[src/logic/dbg_run_pkg.sv]
// Shared constants for the debug-run trigger control block
package dbg_run_pkg;
   // Register byte offsets
   localparam logic [7:0] OFS_CTRL    = 8'h00;
   localparam logic [7:0] OFS_TRIG    = 8'h04;
   localparam logic [7:0] OFS_STATE   = 8'h08;
   localparam logic [7:0] OFS_FIFO    = 8'h0c;
   localparam logic [7:0] OFS_IRQ_ST  = 8'h10;
   localparam logic [7:0] OFS_IRQ_MSK = 8'h14;
   // debug_control_reg fields
   localparam int CTRL_EN_BIT    = 7;
   localparam int CTRL_LAUNCH    = 6;
   localparam int CTRL_HALT_EN   = 5;
   localparam int CTRL_HALT_TAG  = 4;
   localparam int CTRL_A_DIR_EN  = 3;
   localparam int CTRL_A_DIR_VAL = 2;
   localparam int CTRL_B_DIR_EN  = 1;
   localparam int CTRL_B_DIR_VAL = 0;
   // debug_trigger_reg fields
   localparam int TRIG_OPC_SEL   = 7;
   localparam int TRIG_BEGIN     = 6;
   localparam int TRIG_MODE_LSB  = 0;
   localparam int TRIG_MODE_W    = 4;
   // debug_state_reg fields
   localparam int ST_A_FLAG      = 7;
   localparam int ST_B_FLAG      = 6;
   localparam int ST_RUN         = 5;
   localparam int ST_CNT_LSB     = 0;
   // Interrupt status bits
   localparam int IRQ_RUN_END    = 0;
   localparam int IRQ_A_MATCH    = 1;
   localparam int IRQ_B_MATCH    = 2;
   localparam int IRQ_W          = 3;
   // Reset values and trace FIFO width and depth
   localparam logic [7:0] CTRL_RST  = 8'h00;
   localparam logic [7:0] TRIG_RST  = 8'h00;
   localparam logic [IRQ_W-1:0] IRQ_MSK_RST = 3'h0;
   localparam int TRACE_W        = 16;
   localparam int TRACE_DEPTH    = 8;
   // Trigger modes, nine legal codes of the 4-bit field
   typedef enum logic [3:0] {
      TM_A_ONLY     = 4'h0,
      TM_A_OR_B     = 4'h1,
      TM_A_THEN_B   = 4'h2,
      TM_EVT_B      = 4'h3,
      TM_A_THEN_EVT = 4'h4,
      TM_A_AND_B    = 4'h5,
      TM_A_NOT_B    = 4'h6,
      TM_INSIDE     = 4'h7,
      TM_OUTSIDE    = 4'h8
   } trig_mode_type;
   // Run sequencer, Gray along idle -> armed -> tracing
   typedef enum logic [1:0] {
      RS_IDLE    = 2'b00,
      RS_ARMED   = 2'b01,
      RS_TRACING = 2'b11
   } run_state_type;
endpackage

[src/logic/dbg_cmp_qual.sv]
// Comparator match qualification with direction check and opcode tracking
`timescale 1ns/1ps
module dbg_cmp_qual (
   // Clock and reset
   input  wire logic clk_in,
   input  wire logic rst_in,
   // Match and bus
   input  wire logic hit_in,
   input  wire logic rw_in,
   input  wire logic exec_in,
   input  wire logic flush_in,
   // Configuration
   input  wire logic dir_en_in,
   input  wire logic dir_val_in,
   input  wire logic opc_sel_in,
   // Qualified match
   output logic      qual_out
);
   logic dir_ok;
   logic raw_hit;
   logic pending_r;
   logic qual_nxt;

   assign dir_ok   = ~dir_en_in | (rw_in == dir_val_in);
   assign raw_hit  = hit_in & dir_ok;
   // Tagged fetch only counts if the opcode really executes
   assign qual_nxt = opc_sel_in ? (pending_r & exec_in) : raw_hit;

   always_ff @(posedge clk_in) begin
      if (rst_in) begin
         pending_r <= 1'b0;
         qual_out  <= 1'b0;
      end else begin
         qual_out <= qual_nxt;
         if (!opc_sel_in || flush_in || exec_in) begin
            pending_r <= opc_sel_in & raw_hit & ~flush_in;
         end else if (raw_hit) begin
            pending_r <= 1'b1;
         end
      end
   end
endmodule

[src/logic/dbg_trace_fifo.sv]
// Trace FIFO with optional circular overwrite
`timescale 1ns/1ps
module dbg_trace_fifo #(
   parameter int WIDTH = 16,
   parameter int DEPTH = 8,
   parameter int CW    = $clog2(DEPTH + 1)
) (
   // Clock and reset
   input  wire logic             clk_in,
   input  wire logic             rst_in,
   // Control
   input  wire logic             clr_in,
   input  wire logic             circ_in,
   // Write side
   input  wire logic             wr_in,
   input  wire logic [WIDTH-1:0] wr_data_in,
   // Read side
   input  wire logic             rd_in,
   output logic      [WIDTH-1:0] rd_data_out,
   output logic      [CW-1:0]    count_out,
   output logic                  full_out
);
   localparam int PW = $clog2(DEPTH);
   localparam logic [CW-1:0] DEPTH_C = CW'(DEPTH);
   logic [WIDTH-1:0] mem [DEPTH];
   logic [PW-1:0]    wp_r;
   logic [PW-1:0]    rp_r;
   logic             do_wr;
   logic             do_rd;
   logic             overwrite;

   function automatic logic [PW-1:0] inc(input logic [PW-1:0] p);
      inc = (p == PW'(DEPTH - 1)) ? '0 : p + 1'b1;
   endfunction

   assign full_out    = (count_out == DEPTH_C);
   // Circular mode drops the oldest entry rather than stalling
   assign overwrite   = full_out & circ_in & wr_in;
   assign do_wr       = wr_in & (~full_out | circ_in);
   assign do_rd       = rd_in & (count_out != '0) & ~wr_in;
   assign rd_data_out = mem[rp_r];

   always_ff @(posedge clk_in) begin
      if (do_wr) begin
         mem[wp_r] <= wr_data_in;
      end
   end

   always_ff @(posedge clk_in) begin
      if (rst_in || clr_in) begin
         wp_r      <= '0;
         rp_r      <= '0;
         count_out <= '0;
      end else begin
         if (do_wr) wp_r <= inc(wp_r);
         if (do_rd || overwrite) rp_r <= inc(rp_r);
         if (do_wr && !overwrite) count_out <= count_out + 1'b1;
         else if (do_rd) count_out <= count_out - 1'b1;
      end
   end
endmodule

[src/logic/dbg_run_ctrl.sv]
// Debug run control, trigger qualification and trace capture
//
// Overview of operation
// - With begin select set capture starts at the qualified trigger, otherwise it is circular until it.
// - Writing 1 to the launch and module enable bits together starts a run, sets the run flag, clears both match flags and the count.
// - A begin-trace run ends as soon as the trace FIFO is full.
// - An end-trace run ends when the selected trigger event occurs.
// - Writing 0 to the launch bit or the module enable stops any run in progress.
// - Outside event-only modes the FIFO records change-of-flow addresses.
// - In event-only modes the FIFO records the data byte in the low eight bits of an entry.
// - Event-only modes ignore the begin select and always behave as begin traces.
// - A comparator with direction qualify set also needs read/write to equal its programmed value.
// - With the module and halt requests enabled the qualified match raises a tag or force breakpoint request.
// - The 4-bit trigger mode field picks one of nine trigger modes.
// - With opcode-fetch qualification a match triggers only if the tagged opcode executes.
`timescale 1ns/1ps
module dbg_run_ctrl
   import dbg_run_pkg::*;
(
   // Clock and reset
   input  wire logic                REF_CLK_IN,
   input  wire logic                RST_IN,
   // Wishbone slave
   input  wire logic                WB_CYC_IN,
   input  wire logic                WB_STB_IN,
   input  wire logic                WB_WE_IN,
   input  wire logic [7:0]          WB_ADR_IN,
   input  wire logic [3:0]          WB_SEL_IN,
   input  wire logic [31:0]         WB_DAT_IN,
   output logic      [31:0]         WB_DAT_OUT,
   output logic                     WB_ACK_OUT,
   // Core bus observation
   input  wire logic                COMP_A_HIT_IN,
   input  wire logic                COMP_B_HIT_IN,
   input  wire logic                RW_IN,
   input  wire logic                COF_VALID_IN,
   input  wire logic [15:0]         COF_ADDR_IN,
   input  wire logic [7:0]          DATA_IN,
   input  wire logic                EXEC_A_IN,
   input  wire logic                EXEC_B_IN,
   input  wire logic                QUEUE_FLUSH_IN,
   // Breakpoint requests to the core
   output logic                     BRK_REQ_OUT,
   output logic                     BRK_TAG_OUT,
   // Status
   output logic                     RUN_ACTIVE_OUT,
   output logic                     IRQ_OUT
);
   localparam int CW = $clog2(TRACE_DEPTH + 1);

   logic [7:0]          ctrl_r;
   logic [7:0]          trig_r;
   logic [IRQ_W-1:0]    irq_st_r;
   logic [IRQ_W-1:0]    irq_msk_r;
   logic                comp_a_match_flag_r;
   logic                comp_b_match_flag_r;
   logic                a_seen_r;
   run_state_type       state_r;
   run_state_type       state_nxt;
   logic [IRQ_W-1:0]    irq_st_nxt;
   logic [31:0]         rd_mux;

   // Bus decode
   logic                acc;
   logic                wr_acc;
   logic                rd_acc;
   logic                wr_ctrl;
   logic                wr_trig;
   logic                wr_msk;
   logic                rd_irq;
   logic                rd_fifo;
   logic                lane0;
   logic [7:0]          wdat;

   assign acc     = WB_CYC_IN & WB_STB_IN & ~WB_ACK_OUT;
   assign wr_acc  = acc & WB_WE_IN;
   assign rd_acc  = acc & ~WB_WE_IN;
   assign lane0   = WB_SEL_IN[0];
   assign wdat    = WB_DAT_IN[7:0];
   assign wr_ctrl = wr_acc & lane0 & (WB_ADR_IN == OFS_CTRL);
   assign wr_trig = wr_acc & lane0 & (WB_ADR_IN == OFS_TRIG);
   assign wr_msk  = wr_acc & lane0 & (WB_ADR_IN == OFS_IRQ_MSK);
   assign rd_irq  = rd_acc & (WB_ADR_IN == OFS_IRQ_ST);
   assign rd_fifo = rd_acc & (WB_ADR_IN == OFS_FIFO);

   // Configuration views
   logic                debug_module_enable;
   logic                halt_request_enable;
   logic                opcode_qualify_select;
   logic                begin_sel;
   logic [3:0]          trigger_mode_field;
   logic                evt_only;
   logic                begin_eff;
   logic                launch_cmd;
   logic                stop_cmd;

   assign debug_module_enable   = ctrl_r[CTRL_EN_BIT];
   assign halt_request_enable   = ctrl_r[CTRL_HALT_EN];
   assign opcode_qualify_select = trig_r[TRIG_OPC_SEL];
   assign begin_sel             = trig_r[TRIG_BEGIN];
   assign trigger_mode_field    = trig_r[TRIG_MODE_LSB +: TRIG_MODE_W];
   assign evt_only   = (trigger_mode_field == TM_EVT_B) | (trigger_mode_field == TM_A_THEN_EVT);
   assign begin_eff  = begin_sel | evt_only;
   assign launch_cmd = wr_ctrl & wdat[CTRL_LAUNCH] & wdat[CTRL_EN_BIT];
   assign stop_cmd   = wr_ctrl & ~(wdat[CTRL_LAUNCH] & wdat[CTRL_EN_BIT]);

   // Comparator qualification
   logic                qual_a;
   logic                qual_b;

   dbg_cmp_qual u_qual_a (
      .clk_in     (REF_CLK_IN),
      .rst_in     (RST_IN),
      .hit_in     (COMP_A_HIT_IN),
      .rw_in      (RW_IN),
      .exec_in    (EXEC_A_IN),
      .flush_in   (QUEUE_FLUSH_IN),
      .dir_en_in  (ctrl_r[CTRL_A_DIR_EN]),
      .dir_val_in (ctrl_r[CTRL_A_DIR_VAL]),
      .opc_sel_in (opcode_qualify_select),
      .qual_out   (qual_a)
   );

   dbg_cmp_qual u_qual_b (
      .clk_in     (REF_CLK_IN),
      .rst_in     (RST_IN),
      .hit_in     (COMP_B_HIT_IN),
      .rw_in      (RW_IN),
      .exec_in    (EXEC_B_IN),
      .flush_in   (QUEUE_FLUSH_IN),
      .dir_en_in  (ctrl_r[CTRL_B_DIR_EN]),
      .dir_val_in (ctrl_r[CTRL_B_DIR_VAL]),
      .opc_sel_in (opcode_qualify_select),
      .qual_out   (qual_b)
   );

   // Trigger selection over the nine modes
   logic                trig_hit;
   logic                evt_store;
   logic                running;

   assign running = (state_r != RS_IDLE);
   always_comb begin
      trig_hit = 1'b0;
      unique case (trigger_mode_field)
         TM_A_ONLY:     trig_hit = qual_a;
         TM_A_OR_B:     trig_hit = qual_a | qual_b;
         TM_A_THEN_B:   trig_hit = a_seen_r & qual_b;
         TM_EVT_B:      trig_hit = qual_b;
         TM_A_THEN_EVT: trig_hit = a_seen_r & qual_b;
         TM_A_AND_B:    trig_hit = qual_a & qual_b;
         TM_A_NOT_B:    trig_hit = qual_a & ~qual_b;
         TM_INSIDE:     trig_hit = qual_a & qual_b;
         TM_OUTSIDE:    trig_hit = (qual_a | qual_b) & ~(qual_a & qual_b);
         default:       trig_hit = 1'b0;
      endcase
   end
   // Event modes store one byte per qualified event
   assign evt_store = evt_only & (state_r == RS_TRACING) & trig_hit;

   // Trace capture
   logic                fifo_wr;
   logic [15:0]         fifo_wdata;
   logic [15:0]         fifo_rdata;
   logic [CW-1:0]       fifo_fill_count;
   logic                fifo_full;
   logic                cof_store;

   assign cof_store  = ~evt_only & COF_VALID_IN &
                       ((state_r == RS_TRACING) | ((state_r == RS_ARMED) & ~begin_eff));
   assign fifo_wr    = cof_store | evt_store;
   assign fifo_wdata = evt_only ? {8'h00, DATA_IN} : COF_ADDR_IN;

   dbg_trace_fifo #(
      .WIDTH (TRACE_W),
      .DEPTH (TRACE_DEPTH),
      .CW    (CW)
   ) u_fifo (
      .clk_in      (REF_CLK_IN),
      .rst_in      (RST_IN),
      .clr_in      (launch_cmd),
      .circ_in     (~begin_eff),
      .wr_in       (fifo_wr),
      .wr_data_in  (fifo_wdata),
      .rd_in       (rd_fifo & ~running),
      .rd_data_out (fifo_rdata),
      .count_out   (fifo_fill_count),
      .full_out    (fifo_full)
   );

   // Run sequencer
   always_comb begin
      state_nxt = state_r;
      unique case (state_r)
         RS_IDLE:
            if (launch_cmd) state_nxt = begin_eff & ~evt_only ? RS_ARMED :
                                        evt_only ? RS_TRACING : RS_ARMED;
         RS_ARMED:
            if (trig_hit) state_nxt = begin_eff ? RS_TRACING : RS_IDLE;
         RS_TRACING:
            if (fifo_full) state_nxt = RS_IDLE;
         default:
            state_nxt = RS_IDLE;
      endcase
      if (stop_cmd || !debug_module_enable) state_nxt = RS_IDLE;
      if (launch_cmd) state_nxt = evt_only ? RS_TRACING : RS_ARMED;
   end

   // Interrupt events; set wins over the read clear
   logic                run_end_evt;
   assign run_end_evt = running & (state_nxt == RS_IDLE) & ~launch_cmd;
   assign irq_st_nxt  = (rd_irq ? '0 : irq_st_r) |
                        {running & qual_b, running & qual_a, run_end_evt};

   always_comb begin
      rd_mux = 32'h0000_0000;
      unique case (WB_ADR_IN)
         OFS_CTRL:    rd_mux = {24'h00_0000, ctrl_r[7], RUN_ACTIVE_OUT, ctrl_r[5:0]};
         OFS_TRIG:    rd_mux = {24'h00_0000, trig_r};
         OFS_STATE:   rd_mux = {24'h00_0000, comp_a_match_flag_r, comp_b_match_flag_r,
                                RUN_ACTIVE_OUT, 5'(fifo_fill_count)};
         OFS_FIFO:    rd_mux = {16'h0000, fifo_rdata};
         OFS_IRQ_ST:  rd_mux = {29'h0000_0000, irq_st_r};
         OFS_IRQ_MSK: rd_mux = {29'h0000_0000, irq_msk_r};
         default:     rd_mux = 32'h0000_0000;
      endcase
   end

   // Bus slave: ack one cycle after the request, unmapped reads give zero
   always_ff @(posedge REF_CLK_IN) begin
      if (RST_IN) begin
         WB_ACK_OUT <= 1'b0;
         WB_DAT_OUT <= 32'h0000_0000;
      end else begin
         WB_ACK_OUT <= acc;
         if (rd_acc) WB_DAT_OUT <= rd_mux;
      end
   end

   always_ff @(posedge REF_CLK_IN) begin
      if (RST_IN) begin
         ctrl_r    <= CTRL_RST;
         trig_r    <= TRIG_RST;
         irq_msk_r <= IRQ_MSK_RST;
         irq_st_r  <= '0;
         IRQ_OUT   <= 1'b0;
      end else begin
         if (wr_ctrl) ctrl_r <= wdat;
         if (wr_trig) trig_r <= wdat;
         if (wr_msk)  irq_msk_r <= wdat[IRQ_W-1:0];
         irq_st_r <= irq_st_nxt;
         IRQ_OUT  <= |(irq_st_nxt & irq_msk_r);
      end
   end

   always_ff @(posedge REF_CLK_IN) begin
      if (RST_IN) begin
         state_r             <= RS_IDLE;
         RUN_ACTIVE_OUT      <= 1'b0;
         a_seen_r            <= 1'b0;
         comp_a_match_flag_r <= 1'b0;
         comp_b_match_flag_r <= 1'b0;
      end else begin
         state_r        <= state_nxt;
         RUN_ACTIVE_OUT <= (state_nxt != RS_IDLE);
         if (launch_cmd) begin
            a_seen_r            <= 1'b0;
            comp_a_match_flag_r <= 1'b0;
            comp_b_match_flag_r <= 1'b0;
         end else if (running) begin
            a_seen_r            <= a_seen_r | qual_a;
            comp_a_match_flag_r <= comp_a_match_flag_r | qual_a;
            comp_b_match_flag_r <= comp_b_match_flag_r | qual_b;
         end
      end
   end

   // Breakpoint request from qualified comparators; the core handles tag vs force
   always_ff @(posedge REF_CLK_IN) begin
      if (RST_IN) begin
         BRK_REQ_OUT <= 1'b0;
         BRK_TAG_OUT <= 1'b0;
      end else begin
         BRK_REQ_OUT <= debug_module_enable & halt_request_enable & (qual_a | qual_b);
         BRK_TAG_OUT <= ctrl_r[CTRL_HALT_TAG];
      end
   end

   // Checks
   property p_launch_starts;
      @(posedge REF_CLK_IN) disable iff (RST_IN)
         launch_cmd |=> RUN_ACTIVE_OUT && !comp_a_match_flag_r && fifo_fill_count == '0;
   endproperty
   a_launch_starts: assert property (p_launch_starts) else $error("launch did not start run");

   property p_stop;
      @(posedge REF_CLK_IN) disable iff (RST_IN)
         stop_cmd |=> !RUN_ACTIVE_OUT;
   endproperty
   a_stop: assert property (p_stop) else $error("manual stop ignored");

   property p_full_ends;
      @(posedge REF_CLK_IN) disable iff (RST_IN)
         (state_r == RS_TRACING && fifo_full && !launch_cmd) |=> state_r == RS_IDLE;
   endproperty
   a_full_ends: assert property (p_full_ends) else $error("full fifo did not end run");

   property p_end_trig;
      @(posedge REF_CLK_IN) disable iff (RST_IN)
         (state_r == RS_ARMED && !begin_eff && trig_hit && !wr_ctrl) |=> !RUN_ACTIVE_OUT;
   endproperty
   a_end_trig: assert property (p_end_trig) else $error("end trace did not stop on trigger");

   property p_begin_wait;
      @(posedge REF_CLK_IN) disable iff (RST_IN)
         (state_r == RS_ARMED && begin_eff) |-> !fifo_wr;
   endproperty
   a_begin_wait: assert property (p_begin_wait) else $error("begin trace stored before trigger");

   property p_evt_data;
      @(posedge REF_CLK_IN) disable iff (RST_IN)
         (fifo_wr && evt_only) |-> trig_hit && state_r == RS_TRACING && fifo_wdata == {8'h00, DATA_IN};
   endproperty
   a_evt_data: assert property (p_evt_data) else $error("event entry not a data byte");

   property p_evt_begin;
      @(posedge REF_CLK_IN) disable iff (RST_IN)
         (launch_cmd && evt_only) |=> state_r == RS_TRACING;
   endproperty
   a_evt_begin: assert property (p_evt_begin) else $error("event mode not begin type");

   property p_brk;
      @(posedge REF_CLK_IN) disable iff (RST_IN)
         (qual_a && debug_module_enable && halt_request_enable) |=> BRK_REQ_OUT;
   endproperty
   a_brk: assert property (p_brk) else $error("missing breakpoint request");

   property p_run_flag;
      @(posedge REF_CLK_IN) disable iff (RST_IN)
         $fell(RUN_ACTIVE_OUT) |-> $past(fifo_full || trig_hit || wr_ctrl);
   endproperty
   a_run_flag: assert property (p_run_flag) else $error("run flag out of step with state");
endmodule

[config.mk]
export PLATFORM = sky130hd
export DESIGN_NAME = dbg_run_ctrl
export DESIGN_NICKNAME = d
export VERILOG_FILES = /design/src/logic/dbg_run_pkg.sv /design/src/logic/dbg_cmp_qual.sv /design/src/logic/dbg_trace_fifo.sv /design/src/logic/dbg_run_ctrl.sv
export SDC_FILE = /design/constraint.sdc
export NUM_CORES = 1
export LEC_CHECK = 0
export BUFFER_PORTS_ARGS = -buffer_cell sky130_fd_sc_hd__buf_2
export CORE_MARGIN = 4
export CORE_UTILIZATION = 55
export CTS_BUF_LIST = sky130_fd_sc_hd__clkbuf_16
export DETAILED_ROUTE_END_ITERATION = 16
export PLACE_DENSITY = 0.77
export SYNTH_ARGS = -nofsm -noshare
export SYNTH_HDL_FRONTEND = slang
export SYNTH_HIERARCHICAL = 1
export SYNTH_SLANG_ARGS = --single-unit
export TNS_END_PERCENT = 50
[constraint.sdc]
create_clock -name REF_CLK_IN -period 9 [get_ports REF_CLK_IN]
set_input_delay 0.45 -clock REF_CLK_IN [delete_from_list [all_inputs] [get_ports REF_CLK_IN]]
set_output_delay 0.45 -clock REF_CLK_IN [all_outputs]
set_load 0.1 [all_outputs]
==> parameters.txt, run 1 <==
Parameter                              Value

Timing
  RSZ-0062 raised after global routing ... false
  Maximum operating frequency ... ~0.28 GHz
  Clock period minus worst slack ... around 3.6 ns
  Number of slew-limit violations in the final report ... 0
  Tightest Pin Transition ... ~1.1 ns
  Worst rel slew slack ... 0.2687
  Total negative setup slack ... 0 ns
  Worst-case hold slack ... 0.2717 ns
  Final Hold Viols ... 0
  Worst Skew ... ~0.013 ns
  Ratio of final minimum period to clock period ... 0.4011
  Final setup violation count ... 0

Floorplan
  Placeable core region ... approximately 15000 um2
  Effective utilization at floorplan ... 0.5688
  I/O pin total ... between 100 and 150
  Area enclosed by the die boundary ... 17240 um2
  Cell row count ... 44
  X dimension of the die ... around 130 um
  DIE HEIGHT ... 131.3 um

Clock tree
  Post-CTS setup buffer count ... 0
  Maximum level of the CTS H-tree ... 4
  Clock sink count ... roughly 190
  Clock buffers created by TritonCTS ... 17
  CTS clk-pin slew, worst paths ... roughly 0.070 ns
  Number of hold buffers added after cts ... 0
  Clk Latency, worst-skew pair ... between 0.4 and 0.5 ns
  Max clock buf depth ... 2
  Root buf cell ... sky130_fd_sc_hd__clkbuf_16
  PostCTS Resize Cnt ... 0
  Clock tree from TritonCTS ... yes

Min path
  Hold WC Path Type ... in -> reg

Power
  Part of the power in combinational logic ... 0.046
  Switching share of power ... 0.2327
  Cell Int Power ... 1.347 mW
  Switching power ... approximately 0.41 mW
  Post-layout power ... roughly 1.8 mW
  Leak pwr ... 3.343 nW
  Pwr Density ... roughly 190 nW/um2
  Clock group share of total power ... 0.418
  Worst vdd ir ... between 0.00015 and 0.0002 V
  Share of power burned in registers ... 0.536

Final layout
  Ant. Diodes ... 0
  Area growth syn-to-layout ... 12.96%
  Final net count ... approximately 760
  Share of cells above drive strength 1 ... 0.2759
  Share of the core filled with cells in the final layout ... 0.6425
  Fill cell total of the finished layout ... between 1000 and 1500

Setup path
  Type of element capturing the critical path ... flop
  Reg2reg setup slack ... ~5.4 ns
  Sort of element at the start of the critical path ... flop
  Worst Path Max Fanout ... 16
  Critical Path AT ... around 3.7 ns
  Critical path type ... reg -> reg
  Reg-to-reg startpoint ... u_qual_a/qual_out
  Count of cells along the worst register-to-register path ... 10
  Launching instance or port of the critical path ... u_qual_a/qual_out
  End point of the critical path ... u_fifo/mem[5][10]
  Endpoint of the lowest-slack register-to-register path ... u_fifo/mem[5][10]
  WP data required ... about 9 ns

Run status
  Run status ... complete, no violations

Synthesis
  Mean instance size in the synthesized netlist ... roughly 14 um2
  Main synth FF type ... sky130_fd_sc_hd__edfxtp_1
  Number of library cell types mapped by synthesis ... 69
  Number of synthesized flops with an enable pin ... 128
  Post-synthesis instance area ... 8361 um2
  Yosys warning total ... 6
  Synthesized instance count ... between 600 and 700
  Flip-flop and latch count after synthesis ... approximately 190
  Register area share after synthesis ... 0.6130
  Async SR Flop Fraction ... 0

Routing
  Final routed DRC violation total ... 0
  Remaining antenna violation count ... 0
  Vias per inst ... around 5.9
  WL/cell ... roughly 21 um
  First-pass iteration count of the detailed router ... 8
  Wire length after detailed routing ... approximately 18000 um
  Number of DRC markers after the initial detailed-route iteration ... a little over 500
  Number of vias after detailed routing ... 5137

Place
  Final HPWL DP ... around 12000 um
  Number of buffers added on ports ... 73
  Weighted congestion reported at the end of routability-driven placement ... 0.8658

Global route
  Aggregate global routing overflow ... 0
  Global-route wire length before repair ... 29450 um
  Number of antenna violations at the first check in global routing ... 0
  Total track usage ... 0.2209
  Number of global-route vias before repair ... ~5300
  Pin count of the biggest net entering global routing ... 55

Flow run
  Max cap viols ... 0
## registers in the layout (all words and copies together), names as in the netlist, 2 cells and up, named ones only
register          count
u_fifo/mem          128
WB_DAT_OUT           16
trig_r                8
ctrl_r                7
u_fifo/count_out      4
irq_msk_r             3
irq_st_r              3
u_fifo/rp_r           3
u_fifo/wp_r           3
state_r               2
## stage by stage
| step | instance area, um2 | setup slack (ns) | cells |
|---|---|---|---|
| 2_1_floorplan | 8417 | 5.053 | 617 |
| 3_3_place_gp | 8861 | 5.486 | 837 |
| 3_5_place_dp | 8861 | 5.397 | 837 |
| 4_1_cts | 9444 | 5.383 | 869 |
| 5_1_grt | 9444 | 5.170 | 869 |
| 6_report | 9444 | 5.390 | 869 |
## cells in the mapped netlist, types with 4 or more instances
library cell | number | area [um2]
sky130_fd_sc_hd__nand2_1 | 57 | 214.0
sky130_fd_sc_hd__nor3_1 | 9 | 45.04
sky130_fd_sc_hd__inv_1 | 8 | 30.03
sky130_fd_sc_hd__buf_6 | 4 | 45.04
sky130_fd_sc_hd__a21oi_1 | 26 | 130.1
sky130_fd_sc_hd__a22oi_1 | 15 | 112.6
sky130_fd_sc_hd__buf_1 | 5 | 18.77
sky130_fd_sc_hd__mux2_2 | 17 | 191.4
sky130_fd_sc_hd__nor2b_1 | 9 | 56.30
sky130_fd_sc_hd__edfxtp_1 | 128 | 3844
sky130_fd_sc_hd__mux4_2 | 35 | 788.3
sky130_fd_sc_hd__o22ai_1 | 6 | 37.54
sky130_fd_sc_hd__a211oi_1 | 4 | 30.03
sky130_fd_sc_hd__clkbuf_1 | 10 | 37.54
sky130_fd_sc_hd__ha_1 | 9 | 112.6
sky130_fd_sc_hd__and2_1 | 12 | 75.07
sky130_fd_sc_hd__o211ai_1 | 5 | 37.54
sky130_fd_sc_hd__nand3_1 | 7 | 35.03
sky130_fd_sc_hd__buf_4 | 18 | 135.1
sky130_fd_sc_hd__dfxtp_1 | 64 | 1281
sky130_fd_sc_hd__nor2_1 | 53 | 198.9
sky130_fd_sc_hd__buf_2 | 8 | 40.04
sky130_fd_sc_hd__mux2i_1 | 24 | 240.2
sky130_fd_sc_hd__a31oi_1 | 4 | 25.02
## power by group through the flow
stage / registers [mW] / clock network [mW] / logic, mW
2_1_floorplan: 0.964 / 0 / 0.0595
3_3_place_gp: 0.960 / 0 / 0.0779
3_5_place_dp: 0.961 / 0 / 0.0803
4_1_cts: 0.941 / 0.744 / 0.0807
5_1_grt: 0.940 / 0.786 / 0.0866
6_report: 0.941 / 0.734 / 0.0810
## worst min-delay path by stage
stage / cells after the start / from / endpoint
final: 3 / WB_DAT_IN[4] / trig_r[4]
after detailed placement: 2 / comp_b_match_flag_r / comp_b_match_flag_r
after floorplan: 2 / ctrl_r[5] / BRK_REQ_OUT
after global routing: 3 / WB_DAT_IN[0] / ctrl_r[0]
after CTS: 3 / WB_DAT_IN[4] / trig_r[4]
after global placement: 2 / WB_DAT_OUT[1] / WB_DAT_OUT[1]
## placed cells by master (no fill, tap or decap), types with 3 or more instances in the layout
cell type / count
sky130_fd_sc_hd__buf_4: 8
sky130_fd_sc_hd__mux2i_1: 24
sky130_fd_sc_hd__o22ai_1: 6
sky130_fd_sc_hd__inv_8: 4
sky130_fd_sc_hd__mux2_2: 17
sky130_fd_sc_hd__edfxtp_1: 128
sky130_fd_sc_hd__nand3_1: 7
sky130_fd_sc_hd__nor3_1: 7
sky130_fd_sc_hd__mux4_2: 35
sky130_fd_sc_hd__a31oi_1: 4
sky130_fd_sc_hd__nor2b_1: 9
sky130_fd_sc_hd__a211oi_1: 4
sky130_fd_sc_hd__nor2_1: 53
sky130_fd_sc_hd__nand2_1: 57
sky130_fd_sc_hd__nor3_4: 3
sky130_fd_sc_hd__xnor2_1: 3
sky130_fd_sc_hd__clkinv_4: 4
sky130_fd_sc_hd__conb_1: 16
sky130_fd_sc_hd__a22oi_1: 15
sky130_fd_sc_hd__o21ai_0: 3
sky130_fd_sc_hd__dfxtp_1: 63
sky130_fd_sc_hd__ha_1: 9
sky130_fd_sc_hd__a21oi_1: 26
sky130_fd_sc_hd__o211ai_1: 5
sky130_fd_sc_hd__nand3b_1: 3
sky130_fd_sc_hd__and2_1: 12
sky130_fd_sc_hd__inv_1: 10
sky130_fd_sc_hd__clkbuf_16: 17
sky130_fd_sc_hd__buf_2: 73
## logic make-up after synthesis
family | synth area share
DFF | 0.6130
xor gates and xnor gates | 0.005239
AOI/OAI and AO/OA | 0.06690
other | 0.0004485
muxes | 0.1459
and+or+nand+nor | 0.1155
buffers and inverters | 0.03711
adders and majority gates | 0.01586
## area by class of cell
cell class	instances	area, um2	share of cell area
multi-input combinational	371	3045	0.3225
timing repair buffer	81	425.4	0.04505
inverter	9	33.78	0.003577
clock inverter	15	157.7	0.01669
clock buffer	17	425.4	0.04505
tap	184	230.2	0.02438
sequential	192	5126	0.5428
## critical path, stage by stage (launching register included)
cell and delay [ns]:
sky130_fd_sc_hd__dfxtp_1 0.45, sky130_fd_sc_hd__inv_1 0.10, sky130_fd_sc_hd__ha_1 0.28, sky130_fd_sc_hd__and2_1 0.12
sky130_fd_sc_hd__a32oi_1 0.06, sky130_fd_sc_hd__o2111ai_1 0.41, sky130_fd_sc_hd__nand3_1 0.13, sky130_fd_sc_hd__a21boi_0 0.19
sky130_fd_sc_hd__buf_4 0.20, sky130_fd_sc_hd__o211ai_1 0.31, sky130_fd_sc_hd__nor3b_4 0.98
## metal layers
| layer | share of wire | wire, um | vias to the layer above | GRT usage |
|---|---|---|---|---|
| met3 | 0.065 | 1197 | 22 | 0.05619 |
| li1 | - | - | 2385 | - |
| met5 | 0 | 0 | - | 0 |
| met4 | 0.018 | 340 | 0 | 0.07410 |
| met1 | 0.40 | 7362 | 2523 | 0.2751 |
| met2 | 0.52 | 9531 | 207 | 0.3802 |
(Power assumes the default switching activity.)
==> run 2, diff against run 1 <==
CORE_UTILIZATION = 52   (was 55)
PLACE_DENSITY = 0.76   (was 0.77)
clock period = 3.3 ns   (was 9 ns; I/O delays follow)
==> parameters.txt, run 2 (same netlist as run 1, synthesis figures left out) <==
Parameter                              Value

Run status
  Run status ... complete, no violations

Timing
  Tightest Pin Transition ... 1.039 ns
  Maximum operating frequency ... 0.3330 GHz
  Number of slew-limit violations in the final report ... 0
  Total negative setup slack ... 0 ns
  Ratio of final minimum period to clock period ... 0.9101
  Final setup violation count ... 0
  Worst Skew ... between 0.007 and 0.008 ns
  Final Hold Viols ... 0
  RSZ-0062 raised after global routing ... false
  Clock period minus worst slack ... 3.003 ns
  Worst rel slew slack ... 0.3075

Setup path
  Cell seen most often among critical-path stages ... sky130_fd_sc_hd__ha_1
  Gate family responsible for the most delay along the worst path ... compound AO/OA/AOI/OAI gates
  Critical Path AT ... between 3 and 4 ns
  Crit-path cells ... inv_1 -> ha_1 -> and2_1 -> a32oi_1 -> o2111ai_1 -> nand3_1 -> a21boi_0 -> nand2_1 -> ha_1 -> a21o_2 -> a21oi_1 -> mux4_2 -> nor2b_1
  Sort of element at the start of the critical path ... flop
  Worst Path Max Fanout ... 5
  Critical path type ... reg -> reg
  Crit path largest cell delay ... between 0.4 and 0.5 ns
  Launching instance or port of the critical path ... u_qual_a/qual_out
  Reg-to-reg startpoint ... u_qual_a/qual_out
  Sum of buffers and inverters on the critical path ... 1
  WP data required ... approximately 3.6 ns
  Type of element capturing the critical path ... flop
  Slowest CP cell ... sky130_fd_sc_hd__dfxtp_1

Clock tree
  Clock tree from TritonCTS ... yes
  Maximum level of the CTS H-tree ... 4
  Root buf cell ... sky130_fd_sc_hd__clkbuf_16
  PostCTS Resize Cnt ... 0
  Max clock buf depth ... 2
  Clock buffers created by TritonCTS ... 17
  Clk Latency, worst-skew pair ... 0.43 ns
  CTS clk-pin slew, worst paths ... roughly 0.070 ns
  Clock sink count ... roughly 190

Flow run
  Max cap viols ... 0

Floorplan
  Placeable core region ... 15830 um2
  I/O pin total ... between 100 and 150
  Cell row count ... 46
  Area enclosed by the die boundary ... ~18000 um2
  DIE HEIGHT ... ~130 um
  Effective utilization at floorplan ... 0.5282
  X dimension of the die ... approximately 130 um

Final layout
  Flip-flop count of the largest register, all copies and words added ... between 100 and 150
  Post-route non-filler standard cell count ... 918
  Most common cell after layout, fill and taps aside ... sky130_fd_sc_hd__edfxtp_1
  Share of cells above drive strength 1 ... 0.2906
  Ant. Diodes ... 0
  Regs by FF count ... u_fifo/mem x128, WB_DAT_OUT x16, trig_r x8
  Area growth syn-to-layout ... 15.10%
  Biggest register ... u_fifo/mem
  Final net count ... approximately 800
  Most used cells in the layout excluding fill and tap cells ... 128 x sky130_fd_sc_hd__edfxtp_1, 73 x sky130_fd_sc_hd__buf_2, 63 x sky130_fd_sc_hd__dfxtp_1, 57 x sky130_fd_sc_hd__nand2_1, 53 x sky130_fd_sc_hd__nor2_1

Routing
  WL/cell ... between 20 and 25 um
  Number of vias after detailed routing ... roughly 5200
  Final routed DRC violation total ... 0
  Vias per inst ... between 5 and 6
  Number of DRC markers after the initial detailed-route iteration ... between 400 and 500
  Remaining antenna violation count ... 0
  Wire length after detailed routing ... 18900 um
  First-pass iteration count of the detailed router ... 6

Global route
  Number of antenna violations at the first check in global routing ... 0
  Number of global-route vias before repair ... around 5400
  Global-route wire length before repair ... between 20000 and 30000 um
  Pin count of the biggest net entering global routing ... 55
  Total track usage ... 0.2144
  Aggregate global routing overflow ... 0

Min path
  Hold WC Path Type ... in -> reg
  Worst min-delay path startpoint ... WB_DAT_IN[0]

Place
  Number of buffers added on ports ... 73
  Weighted congestion reported at the end of routability-driven placement ... about 0.90
  Placed instance count ... approximately 900
  Final HPWL DP ... about 13000 um

Power
  Leak pwr ... 3.423 nW
  Worst vdd ir ... 0.0003331 V
  Pwr Density ... between 400 and 500 nW/um2
-- run 2: cell count changes in the layout (fill, tap and decap cells not counted), sizes merged --
cell and delta:
dlygate4sd3 +3, bufinv -1, inv +1, clkinv -1, clkinvlp +1, buf +14
-- run 2: where the power goes --
group / switching [mW] / internal (mW)
combinational: 0.178 / 0.0485
clock: 0.927 / 0.986
sequential: 0.00391 / 2.56
total: 1.11 / 3.60
-- run 2: routing by layer --
layer | share of wire | vias up | track usage
li1 | - | 2416 | -
met1 | 0.41 | 2608 | 0.2711
met2 | 0.52 | 196 | 0.3708
met3 | 0.058 | 28 | 0.04620
met4 | 0.018 | 0 | 0.06844
met5 | 0 | - | 0
-- run 2: timing repair --
| item | CTS | global route |
|---|---|---|
| setup buffers | 0 | 0 |
| endpoints found under the hold margin | 4 | 0 |
| hold buffers | 3 | 0 |
-- run 2: worst min-delay path, stage by stage --
cell	delay, ns
sky130_fd_sc_hd__buf_2	0.12
sky130_fd_sc_hd__nand2_1	0.05
sky130_fd_sc_hd__a21oi_1	0.05
-- run 2: worst paths after layout --
kind | cells after the start | slack, ns | end
max | 13 | 0.30 | u_fifo/count_out[3]
min | 3 | 0.02 | ctrl_r[0]
max reg2reg | 13 | 0.30 | u_fifo/count_out[3]
min reg2reg | 2 | 0.46 | comp_b_match_flag_r
-- run 2: area by class of cell --
| class | count | area, um2 |
|---|---|---|
| timing repair buffer | 98 | 598.1 |
| clock inverter | 15 | 122.6 |
| multi-input combinational | 371 | 3047 |
| inverter | 9 | 33.78 |
| tap | 216 | 270.3 |
| sequential | 192 | 5126 |
| clock buffer | 17 | 425.4 |
| fill | 1199 | 6205 |
-- run 2: metrics by stage --
| step | total power [mW] | setup WS, ns | cell area, um2 | hold slack [ns] | util |
|---|---|---|---|---|---|
| global route | 4.854 | 0.06293 | 9623 | 0.01625 | 0.6080 |
| detailed placement | 2.840 | 0.3478 | 9045 | 0.4321 | 0.5715 |
| global placement | 2.833 | 0.3870 | 9045 | 0.4244 | 0.5715 |
| floorplan | 2.793 | -0.1802 | 8436 | 0.2800 | - |
| CTS | 4.748 | 0.3343 | 9623 | 0.001292 | 0.6080 |
| finish | 4.706 | 0.2968 | 9623 | 0.02202 | 0.6080 |
